$ cat config.mk
export PLATFORM = sky130hd
export DESIGN_NAME = tcc_core
export DESIGN_NICKNAME = d
export VERILOG_FILES = /design/src/tcc_pkg.sv /design/src/tcc_tick.sv /design/src/tcc_wave.sv /design/src/tcc_core.sv
export SDC_FILE = /design/constraint.sdc
export NUM_CORES = 1
export LEC_CHECK = 0
export BUFFER_PORTS_ARGS = -buffer_cell sky130_fd_sc_hd__buf_2
export CAP_MARGIN = 15
export CORE_UTILIZATION = 27
export CTS_BUF_LIST = sky130_fd_sc_hd__clkbuf_2
export DETAILED_ROUTE_END_ITERATION = 10
export MAX_ROUTING_LAYER = met4
export SETUP_SLACK_MARGIN = 0.5
export SKIP_CTS_REPAIR_TIMING = 1
export SLEW_MARGIN = 20
export SYNTH_ARGS = -nofsm -noshare
export SYNTH_HDL_FRONTEND = slang
export SYNTH_SLANG_ARGS = --single-unit
$ cat constraint.sdc
create_clock -name clk_sys -period 3.01 [get_ports clk_sys]
set_clock_uncertainty 0.05 [all_clocks]
set_input_delay 0.602 -clock clk_sys [delete_from_list [all_inputs] [get_ports clk_sys]]
set_output_delay 0.602 -clock clk_sys [all_outputs]
set_load 0.005 [all_outputs]
$ cat src/tcc_pkg.sv
// shared constants for the 8-bit timer/compare core
package tcc_pkg;
   localparam int          TCC_DW            = 8;
   localparam logic [11:0] TCC_OFF_CTRL_A    = 12'h000;
   localparam logic [11:0] TCC_OFF_CTRL_B    = 12'h004;
   localparam logic [11:0] TCC_OFF_COUNT     = 12'h008;
   localparam logic [11:0] TCC_OFF_CMP_A     = 12'h00c;
   localparam logic [11:0] TCC_OFF_CMP_B     = 12'h010;
   localparam logic [11:0] TCC_OFF_MASK      = 12'h014;
   localparam logic [11:0] TCC_OFF_FLAG      = 12'h018;
   localparam logic [11:0] TCC_OFF_SVC       = 12'h01c;
   // control a fields
   localparam int          TCC_CA_WGM_LO     = 0;
   localparam int          TCC_CA_COMB_LO    = 4;
   localparam int          TCC_CA_COMA_LO    = 6;
   // control b fields
   localparam int          TCC_CB_CS_LO      = 0;
   localparam int          TCC_CB_WGM2       = 3;
   localparam int          TCC_CB_FOCB       = 6;
   localparam int          TCC_CB_FOCA       = 7;
   // flag and mask bits
   localparam int          TCC_FL_OVF        = 0;
   localparam int          TCC_FL_CMPA       = 1;
   localparam int          TCC_FL_CMPB       = 2;
   localparam logic [7:0]  TCC_RST_BYTE      = 8'h00;
   localparam logic [2:0]  TCC_CS_STOP       = 3'h0;
   localparam logic [7:0]  TCC_BOTTOM        = 8'h00;
   localparam logic [7:0]  TCC_MAX           = 8'hff;
   // clock select codes; 1..5 are prescaler taps
   localparam logic [2:0]  TCC_CS_EXT_FALL   = 3'h6;
   localparam logic [2:0]  TCC_CS_EXT_RISE   = 3'h7;
   // waveform modes
   localparam logic [2:0]  TCC_WM_NORMAL     = 3'h0;
   localparam logic [2:0]  TCC_WM_PCPWM      = 3'h1;
   localparam logic [2:0]  TCC_WM_CTC        = 3'h2;
   localparam logic [2:0]  TCC_WM_FAST       = 3'h3;
   localparam logic [2:0]  TCC_WM_PCPWM_A    = 3'h5;
   localparam logic [2:0]  TCC_WM_FAST_A     = 3'h7;
endpackage : tcc_pkg

$ cat src/tcc_tick.sv
// clock select: prescaled tick or external pin edge
`timescale 1ns/1ps
module tcc_tick
   import tcc_pkg::*;
(
   // system
   input  wire logic       clk_sys,
   input  wire logic       rst,
   // control
   input  wire logic [2:0] clock_source_select,
   input  wire logic [4:0] prescale_taps,
   input  wire logic       external_count_pin,
   // tick
   output logic            timer_tick
);
   typedef struct packed {
      logic pin_q;
   } tcc_tick_st_t;

   tcc_tick_st_t s_q;
   tcc_tick_st_t s_d;

   always_comb begin
      s_d       = s_q;
      s_d.pin_q = external_count_pin;
      timer_tick = 1'b0;
      unique case (clock_source_select)
         TCC_CS_STOP:     timer_tick = 1'b0;
         TCC_CS_EXT_FALL: timer_tick = s_q.pin_q & ~external_count_pin;
         TCC_CS_EXT_RISE: timer_tick = ~s_q.pin_q & external_count_pin;
         default:         timer_tick = prescale_taps[clock_source_select - 3'h1];
      endcase
   end

   always_ff @(posedge clk_sys) begin
      if (rst) begin
         s_q <= '0;
      end else begin
         s_q <= s_d;
      end
   end
endmodule : tcc_tick

$ cat src/tcc_wave.sv
// one output compare unit: buffer, match, flag and output
`timescale 1ns/1ps
module tcc_wave
   import tcc_pkg::*;
(
   // system
   input  wire logic       clk_sys,
   input  wire logic       rst,
   // counter state
   input  wire logic       timer_tick,
   input  wire logic [7:0] count,
   input  wire logic       up,
   input  wire logic       buffered,
   input  wire logic       fast_pwm,
   input  wire logic       pc_pwm,
   input  wire logic       at_top,
   input  wire logic       at_bottom,
   input  wire logic       block_match,
   input  wire logic [1:0] compare_output_action,
   // cpu side
   input  wire logic       wr_en,
   input  wire logic [7:0] wr_data,
   input  wire logic       force_compare_strobe,
   input  wire logic       flag_clr,
   // results
   output logic [7:0]      cpu_view,
   output logic [7:0]      compare_value_reg,
   output logic            match,
   output logic            flag,
   output logic            pin
);
   typedef struct packed {
      logic [7:0] buf_q;
      logic [7:0] cmp_q;
      logic       flag_q;
      logic       out_q;
   } tcc_wave_st_t;

   tcc_wave_st_t s_q;
   tcc_wave_st_t s_d;
   logic         hit;

   assign match             = (count == s_q.cmp_q);
   assign compare_value_reg = s_q.cmp_q;
   assign flag              = s_q.flag_q;
   assign pin               = s_q.out_q;
   assign cpu_view          = buffered ? s_q.buf_q : s_q.cmp_q;

   always_comb begin
      s_d = s_q;
      hit = timer_tick & match & ~block_match;
      if (wr_en) begin
         s_d.buf_q = wr_data;
         if (!buffered) begin
            s_d.cmp_q = wr_data;
         end
      end
      if (buffered && timer_tick && (fast_pwm ? at_bottom : at_top)) begin
         s_d.cmp_q = s_q.buf_q;
      end
      if (flag_clr) begin
         s_d.flag_q = 1'b0;
      end
      if (hit) begin
         s_d.flag_q = 1'b1;
      end
      if (!fast_pwm && !pc_pwm) begin
         if (hit || force_compare_strobe) begin
            unique case (compare_output_action)
               2'h0: s_d.out_q = s_q.out_q;
               2'h1: s_d.out_q = ~s_q.out_q;
               2'h2: s_d.out_q = 1'b0;
               2'h3: s_d.out_q = 1'b1;
            endcase
         end
      end else if (compare_output_action[1] && timer_tick) begin
         if (hit) begin
            s_d.out_q = fast_pwm ? compare_output_action[0] : (compare_output_action[0] ^ ~up);
         end else if (fast_pwm && at_bottom) begin
            s_d.out_q = ~compare_output_action[0];
         end
      end
   end

   always_ff @(posedge clk_sys) begin
      if (rst) begin
         s_q <= '0;
      end else begin
         s_q <= s_d;
      end
   end

   a_flag_on_match: assert property (@(posedge clk_sys) disable iff (rst)
      (timer_tick && match && !block_match) |=> flag) else $error("compare flag not set");
   a_flag_clear_write: assert property (@(posedge clk_sys) disable iff (rst)
      (flag_clr && !(timer_tick && match && !block_match)) |=> !flag) else $error("flag not cleared");
   a_direct_write: assert property (@(posedge clk_sys) disable iff (rst)
      (wr_en && !buffered && !(timer_tick && (fast_pwm ? at_bottom : at_top)))
      |=> compare_value_reg == $past(wr_data)) else $error("direct compare write lost");
endmodule : tcc_wave

$ cat src/tcc_core.sv
// 8-bit timer/counter with two compare units and apb registers
//
// Our own choices: the placing of the registers and the APB slave port.
`timescale 1ns/1ps
module tcc_core
   import tcc_pkg::*;
#(
   parameter int DW = tcc_pkg::TCC_DW
)
(
   // system
   input  wire logic        clk_sys,
   input  wire logic        rst,
   // apb slave
   input  wire logic        psel,
   input  wire logic        penable,
   input  wire logic        pwrite,
   input  wire logic [11:0] paddr,
   input  wire logic [31:0] pwdata,
   input  wire logic [3:0]  pstrb,
   output logic [31:0]      prdata,
   output logic             pready,
   output logic             pslverr,
   // timer pins
   input  wire logic [4:0]  prescale_taps,
   input  wire logic        external_count_pin,
   output logic             compare_output_pin_a,
   output logic             compare_output_pin_b,
   // interrupt requests and service acknowledges
   output logic             irq_overflow,
   output logic             irq_compare_a,
   output logic             irq_compare_b,
   input  wire logic        svc_overflow,
   input  wire logic        svc_compare_a,
   input  wire logic        svc_compare_b
);
   typedef enum logic [1:0] {
      TCC_DIR_UP   = 2'b01,
      TCC_DIR_DOWN = 2'b10
   } tcc_dir_t;

   typedef struct packed {
      logic [7:0] ctrl_a_q;
      logic [7:0] ctrl_b_q;
      logic [DW-1:0] count_q;
      logic [2:0] mask_q;
      logic       ovf_q;
      logic       block_q;
      tcc_dir_t   dir_q;
      logic [31:0] rdata_q;
      logic        err_q;
   } tcc_core_st_t;

   tcc_core_st_t s_q;
   tcc_core_st_t s_d;

   logic        timer_tick;
   logic [2:0]  waveform_mode_select;
   logic        fast_pwm;
   logic        pc_pwm;
   logic        top_is_a;
   logic [7:0]  top_val;
   logic        at_top;
   logic        at_bottom;
   logic        at_max;
   logic        acc;
   logic        wr;
   logic        wr_count;
   logic        wr_cmp_a;
   logic        wr_cmp_b;
   logic        clr_a;
   logic        clr_b;
   logic        force_a;
   logic        force_b;
   logic [7:0]  view_a;
   logic [7:0]  view_b;
   logic [7:0]  cmp_a;
   logic        match_a;
   logic        match_b;
   logic        flag_a;
   logic        flag_b;
   logic        hit_ovf;
   logic        mapped;

   assign waveform_mode_select = {s_q.ctrl_b_q[TCC_CB_WGM2], s_q.ctrl_a_q[TCC_CA_WGM_LO +: 2]};
   assign fast_pwm  = (waveform_mode_select == TCC_WM_FAST) || (waveform_mode_select == TCC_WM_FAST_A);
   assign pc_pwm    = (waveform_mode_select == TCC_WM_PCPWM) || (waveform_mode_select == TCC_WM_PCPWM_A);
   assign top_is_a  = (waveform_mode_select == TCC_WM_CTC) || waveform_mode_select[2];
   assign top_val   = top_is_a ? cmp_a : TCC_MAX;
   assign at_top    = (s_q.count_q == top_val);
   assign at_bottom = (s_q.count_q == TCC_BOTTOM);
   assign at_max    = (s_q.count_q == TCC_MAX);

   // apb decode; zero wait states
   assign acc      = psel & penable;
   assign wr       = acc & pwrite & pstrb[0];
   assign wr_count = wr & (paddr == TCC_OFF_COUNT);
   assign wr_cmp_a = wr & (paddr == TCC_OFF_CMP_A);
   assign wr_cmp_b = wr & (paddr == TCC_OFF_CMP_B);
   assign clr_a    = (wr & (paddr == TCC_OFF_FLAG) & pwdata[TCC_FL_CMPA]) | svc_compare_a;
   assign clr_b    = (wr & (paddr == TCC_OFF_FLAG) & pwdata[TCC_FL_CMPB]) | svc_compare_b;
   assign force_a  = wr & (paddr == TCC_OFF_CTRL_B) & pwdata[TCC_CB_FOCA] & ~fast_pwm & ~pc_pwm;
   assign force_b  = wr & (paddr == TCC_OFF_CTRL_B) & pwdata[TCC_CB_FOCB] & ~fast_pwm & ~pc_pwm;
   assign mapped   = (paddr[1:0] == 2'h0) && (paddr <= TCC_OFF_SVC);
   assign pready   = 1'b1;
   assign prdata   = s_q.rdata_q;
   assign pslverr  = acc & ~mapped;

   assign irq_overflow  = s_q.ovf_q & s_q.mask_q[TCC_FL_OVF];
   assign irq_compare_a = flag_a & s_q.mask_q[TCC_FL_CMPA];
   assign irq_compare_b = flag_b & s_q.mask_q[TCC_FL_CMPB];

   tcc_tick u_tick (
      .clk_sys             (clk_sys),
      .rst                 (rst),
      .clock_source_select (s_q.ctrl_b_q[TCC_CB_CS_LO +: 3]),
      .prescale_taps       (prescale_taps),
      .external_count_pin  (external_count_pin),
      .timer_tick          (timer_tick)
   );

   tcc_wave u_cmp_a (
      .clk_sys               (clk_sys),
      .rst                   (rst),
      .timer_tick            (timer_tick),
      .count                 (s_q.count_q),
      .up                    (s_q.dir_q == TCC_DIR_UP),
      .buffered              (fast_pwm | pc_pwm),
      .fast_pwm              (fast_pwm),
      .pc_pwm                (pc_pwm),
      .at_top                (at_top),
      .at_bottom             (at_bottom),
      .block_match           (s_q.block_q),
      .compare_output_action (s_q.ctrl_a_q[TCC_CA_COMA_LO +: 2]),
      .wr_en                 (wr_cmp_a),
      .wr_data               (pwdata[7:0]),
      .force_compare_strobe  (force_a),
      .flag_clr              (clr_a),
      .cpu_view              (view_a),
      .compare_value_reg     (cmp_a),
      .match                 (match_a),
      .flag                  (flag_a),
      .pin                   (compare_output_pin_a)
   );

   tcc_wave u_cmp_b (
      .clk_sys               (clk_sys),
      .rst                   (rst),
      .timer_tick            (timer_tick),
      .count                 (s_q.count_q),
      .up                    (s_q.dir_q == TCC_DIR_UP),
      .buffered              (fast_pwm | pc_pwm),
      .fast_pwm              (fast_pwm),
      .pc_pwm                (pc_pwm),
      .at_top                (at_top),
      .at_bottom             (at_bottom),
      .block_match           (s_q.block_q),
      .compare_output_action (s_q.ctrl_a_q[TCC_CA_COMB_LO +: 2]),
      .wr_en                 (wr_cmp_b),
      .wr_data               (pwdata[7:0]),
      .force_compare_strobe  (force_b),
      .flag_clr              (clr_b),
      .cpu_view              (view_b),
      .compare_value_reg     (),
      .match                 (match_b),
      .flag                  (flag_b),
      .pin                   (compare_output_pin_b)
   );

   always_comb begin
      s_d     = s_q;
      hit_ovf = 1'b0;
      // counting sequence, only on a tick
      if (timer_tick) begin
         s_d.block_q = 1'b0;
         if (pc_pwm) begin
            unique case (s_q.dir_q)
               TCC_DIR_UP: begin
                  if (at_top) begin
                     s_d.dir_q   = TCC_DIR_DOWN;
                     s_d.count_q = s_q.count_q - 8'h01;
                  end else begin
                     s_d.count_q = s_q.count_q + 8'h01;
                  end
               end
               TCC_DIR_DOWN: begin
                  if (at_bottom) begin
                     s_d.dir_q   = TCC_DIR_UP;
                     s_d.count_q = s_q.count_q + 8'h01;
                     hit_ovf     = 1'b1;
                  end else begin
                     s_d.count_q = s_q.count_q - 8'h01;
                  end
               end
               default: s_d.dir_q = TCC_DIR_UP;
            endcase
         end else begin
            s_d.dir_q = TCC_DIR_UP;
            if (top_is_a && match_a && !s_q.block_q) begin
               s_d.count_q = TCC_BOTTOM;
               hit_ovf     = fast_pwm;
            end else begin
               s_d.count_q = s_q.count_q + 8'h01;
               hit_ovf     = at_max;
            end
         end
      end
      // software count write wins over the sequence
      if (wr_count) begin
         s_d.count_q = pwdata[7:0];
         s_d.block_q = 1'b1;
      end
      if (wr && paddr == TCC_OFF_CTRL_A) begin
         s_d.ctrl_a_q = pwdata[7:0];
      end
      // force strobes are write-only, never stored
      if (wr && paddr == TCC_OFF_CTRL_B) begin
         s_d.ctrl_b_q = {2'h0, pwdata[5:0]};
      end
      if (wr && paddr == TCC_OFF_MASK) begin
         s_d.mask_q = pwdata[2:0];
      end
      if ((wr && paddr == TCC_OFF_FLAG && pwdata[TCC_FL_OVF]) || svc_overflow) begin
         s_d.ovf_q = 1'b0;
      end
      if (hit_ovf) begin
         s_d.ovf_q = 1'b1;
      end
      // read data captured during setup, shown in access
      s_d.err_q   = 1'b0;
      s_d.rdata_q = 32'h0000_0000;
      if (psel && !penable && !pwrite) begin
         unique case (paddr)
            TCC_OFF_CTRL_A: s_d.rdata_q = {24'h0, s_q.ctrl_a_q};
            TCC_OFF_CTRL_B: s_d.rdata_q = {24'h0, s_q.ctrl_b_q};
            TCC_OFF_COUNT:  s_d.rdata_q = {24'h0, s_q.count_q};
            TCC_OFF_CMP_A:  s_d.rdata_q = {24'h0, view_a};
            TCC_OFF_CMP_B:  s_d.rdata_q = {24'h0, view_b};
            TCC_OFF_MASK:   s_d.rdata_q = {29'h0, s_q.mask_q};
            TCC_OFF_FLAG:   s_d.rdata_q = {29'h0, flag_b, flag_a, s_q.ovf_q};
            TCC_OFF_SVC:    s_d.rdata_q = {24'h0, at_max, at_bottom, at_top, 2'h0, waveform_mode_select};
            default:        s_d.rdata_q = 32'h0000_0000;
         endcase
      end
   end

   always_ff @(posedge clk_sys) begin
      if (rst) begin
         s_q       <= '0;
         s_q.dir_q <= TCC_DIR_UP;
      end else begin
         s_q <= s_d;
      end
   end

   a_count_hold_stop: assert property (@(posedge clk_sys) disable iff (rst)
      (!timer_tick && !wr_count) |=> s_q.count_q == $past(s_q.count_q)) else $error("count moved without tick");
   a_write_wins: assert property (@(posedge clk_sys) disable iff (rst)
      wr_count |=> s_q.count_q == $past(pwdata[7:0])) else $error("count write lost");
   a_normal_wrap: assert property (@(posedge clk_sys) disable iff (rst)
      (timer_tick && !wr_count && waveform_mode_select == TCC_WM_NORMAL && at_max)
      |=> s_q.count_q == TCC_BOTTOM && s_q.ovf_q) else $error("normal wrap wrong");
   a_ctc_clear: assert property (@(posedge clk_sys) disable iff (rst)
      (timer_tick && !wr_count && waveform_mode_select == TCC_WM_CTC && match_a && !s_q.block_q)
      |=> s_q.count_q == TCC_BOTTOM) else $error("ctc clear missing");
   a_block_after_write: assert property (@(posedge clk_sys) disable iff (rst)
      (timer_tick && s_q.block_q && match_b && !flag_b && !clr_b) |=> !flag_b)
      else $error("match not blocked");
   a_irq_mask: assert property (@(posedge clk_sys) disable iff (rst)
      irq_compare_a == (flag_a && s_q.mask_q[TCC_FL_CMPA])) else $error("irq mask wrong");
endmodule : tcc_core

==> qor.csv <==
stage,metric,value,unit
synthesis,post-synth top area cell,dfxtp_1,
flow_run,MaxCap Viol Count,0,
critical_path,Worst Reg-to-Reg Cells,10,
power_and_ir_drop,power per cell area,298,nW/um^2
die,chip width,139,um
critical_path,kind of critical path,input pin to primary output,
worst_hold_path,Hold Path Stages,2,
timing,headroom to the max-slew limit,0.484,
routing,Pre-antenna DRT Iters,8,
critical_path,CP Capture Type,primary output,
critical_path,CP Cell Sequence,buf_6 > or4_4 > or3_4 > buf_8 > and3_4 > buf_6,
routing,WL final,17.0,mm
clocking,total CTS buffers,9,
synthesis,#FFs+latches synth,74,
power_and_ir_drop,worst vdd ir,0.184,mV
timing,Slew @ Worst Pin,0.772,ns
critical_path,Stages on worst setup path,6,
clocking,CTS H-tree lvls,3,
synthesis,Ys Warns,0,
die,Initial Utilization,0.279,
clocking,clk_lat worst skew,0.62,ns
die,core area,18200,um^2
synthesis,mean post-synth cell area,7.90,um^2
critical_path,CP arrival,2.05,ns
timing,Max Clk Rate,370,MHz
timing,final hold vios,0,
cells_and_area,number of fill cells,1886,
critical_path,Critical Path RT,2.36,ns
critical_path,CP peak stage delay,0.54,ns
cells_and_area,"commonest non-fill, non-tap cells in the layout","79 x nand2_1, 61 x dfxtp_1, 53 x a21oi_1, 51 x nor2_1, 47 x buf_2",
clocking,"Clk pin slew, worst setup/hold paths",0.19,ns
global_routing,first-pass GRT wire length,25.0,mm
critical_path,worst path bufs/invs,3,
critical_path,Top Family by Delay on Critical Path,simple AND/OR/NAND/NOR gates,
run_status,failing checks,design-rule violations,
placed_design,Final HPWL DP,11.7,mm
power_and_ir_drop,Static Leakage,2.31,nW
synthesis,Synth cell types,75,
routing,routed len/inst,18.2,um
die,Die Height,139,um
synthesis,synth top area cells,"dfxtp_1 29%, mux2i_1 6.5%, nand2_1 6.3%, a21oi_1 5.3%, buf_4 5.3%",
routing,via count,5077,
cells_and_area,share of layout cells above drive strength 1,0.289,
timing,Final Max Tran Viols,0,
synthesis,"Async S/R FF share, synth",0,
synthesis,Syn Std Cell Area,5070,um^2
synthesis,register area share after synthesis,0.292,
synthesis,Post-synth EDFFs,0,
clocking,clk sink count,74,
timing,Hold WS,0.197,ns
die,DIE AREA,19300,um^2
clocking,CTS tree,yes,
critical_path,CP Launch Type,input pin,
timing,Finish-stage setup viols,0,
clocking,Clock Root Buffer,clkbuf_2,
placed_design,Port Buffers,48,
cells_and_area,"Most flops, register",s_q,
routing,number of routed nets with antenna violations,0,
routing,DR vias/cell,5.42,
cells_and_area,nets@finish,771,
cells_and_area,max FFs per register,29,
timing,RSZ-0062 raised after global routing,true,
cells_and_area,"commonest non-fill, non-tap cell in the layout",nand2_1,
global_routing,initial antenna violation count,1,
worst_hold_path,Hold/Removal Path Class,input pin to register,
synthesis,prevailing post-synth register cell,dfxtp_1,
global_routing,vias in the first global route,4302,
die,Top-Level Pins,101,
clocking,Clock Tree Buf Depth,2,
routing,drc violations,3,
synthesis,Post-Synthesis Cells,642,
critical_path,Crit path top cell by count,buf_6,
global_routing,gr usage total,0.173,
global_routing,largest net degree at the start of global routing,55,
timing,setup tns final,0,ns
synthesis,Synth top area share,0.292,
die,row count,49,
critical_path,CP max-delay cell,or4_4,
cells_and_area,Layout area overhead,21.5,%
critical_path,crit-path max FO,5,
placed_design,Placer Congestion,0.917,
global_routing,gr ovfl total,0,
timing,final worst path period share,0.899,
routing,1st-iter DRT viols,506,
timing,min Tclk post-route,2.71,ns
run_status,outcome,"finished, violations left",
metal layers:
layer	routed length (um)	GRT usage	share of wire
met5	0	-	0
met2	7790	0.258	0.46
met4	583	0.0789	0.034
met1	7460	0.234	0.44
met3	1180	0.0204	0.069
cells by family (layout without fill, tap and decap cells):
family,after synthesis,after routing,synth area share
simple gates,254,254,0.260
compound gates,138,138,0.189
buf+inv,101,142,0.106
flops,74,74,0.292
mux,53,53,0.112
xor+xnor,12,12,0.0207
fa+ha+maj,8,8,0.0197
other cells,2,26,0.00148
final cells by class:
class / instances / area (um^2) / area share
diodes: 1 / 2.50 / 0.000406
clock buffers: 9 / 45.0 / 0.00731
clock inverters: 7 / 93.8 / 0.0152
inverters: 24 / 92.6 / 0.0150
multi-input cells: 490 / 3410 / 0.553
flip-flops and latches: 74 / 1510 / 0.245
well taps: 229 / 287 / 0.0465
repair buffers: 102 / 728 / 0.118
worst paths after layout:
kind,endpoint,startpoint,slack (ns)
worst max-delay path,pslverr,paddr[7],0.30
worst min-delay path,u_tick.s_q,external_count_pin,0.20
worst max register to register,s_q[46],s_q[48],0.47
worst min register to register,s_q[52],s_q[52],0.42
Yosys cell counts (3+ instances only):
cell type and instances:
nor4_1 4, mux2i_1 33, nor3_1 14, a22oi_1 5
nand3_1 23, nand2b_1 7, ha_1 8, buf_2 10
nand2_1 85, o21ai_0 9, o22ai_1 5, a211o_1 4
nor3_2 5, and3_1 7, xnor2_1 11, nand4_1 12
nor2b_1 6, a221oi_1 5, or2_2 4, a2111oi_0 5
o31ai_1 6, buf_4 36, a31oi_1 5, nor2_1 52
and2_1 5, mux2_1 8, nand3b_1 6, dfxtp_1 74
inv_1 22, a41o_1 4, o2111ai_1 3, a211oi_1 5
or3_1 6, a222oi_1 3, nor4_4 3, mux2_2 11
clkbuf_1 27, a21oi_1 54
through the flow:
stage | cell area, um^2 | setup slack, ns | util | cells | total power (W)
2_1_floorplan | 5200 | 0.359 | - | 665 | 0.00111
3_3_place_gp | 5570 | 0.0817 | 0.306 | 904 | 0.00116
3_5_place_dp | 5570 | 0.0734 | 0.306 | 904 | 0.00116
4_1_cts | 5710 | 0.135 | 0.314 | 920 | 0.00182
5_1_grt | 6160 | 0.299 | 0.339 | 936 | 0.00190
6_report | 6160 | 0.304 | 0.339 | 936 | 0.00184
power by group:
part	switching (W)	internal [W]	total, W	leakage [nW]
Combinational	0.000115	0.0000576	0.000172	1.62
Clock	0.000401	0.000273	0.000674	0.0795
Sequential	0.00000665	0.000983	0.000989	0.604
Total	0.000522	0.00131	0.00184	2.31
worst reg2reg max path, delay by kind of cell (launching register included):
kind,cells,cell delay [ns]
AOI/OAI and AO/OA,3,0.61
and+or+nand+nor,2,0.53
DFF,1,0.43
muxes,2,0.43
adders and majority gates,1,0.24
buffers and inverters,2,0.22
Power figures use the tool's default switching activity.
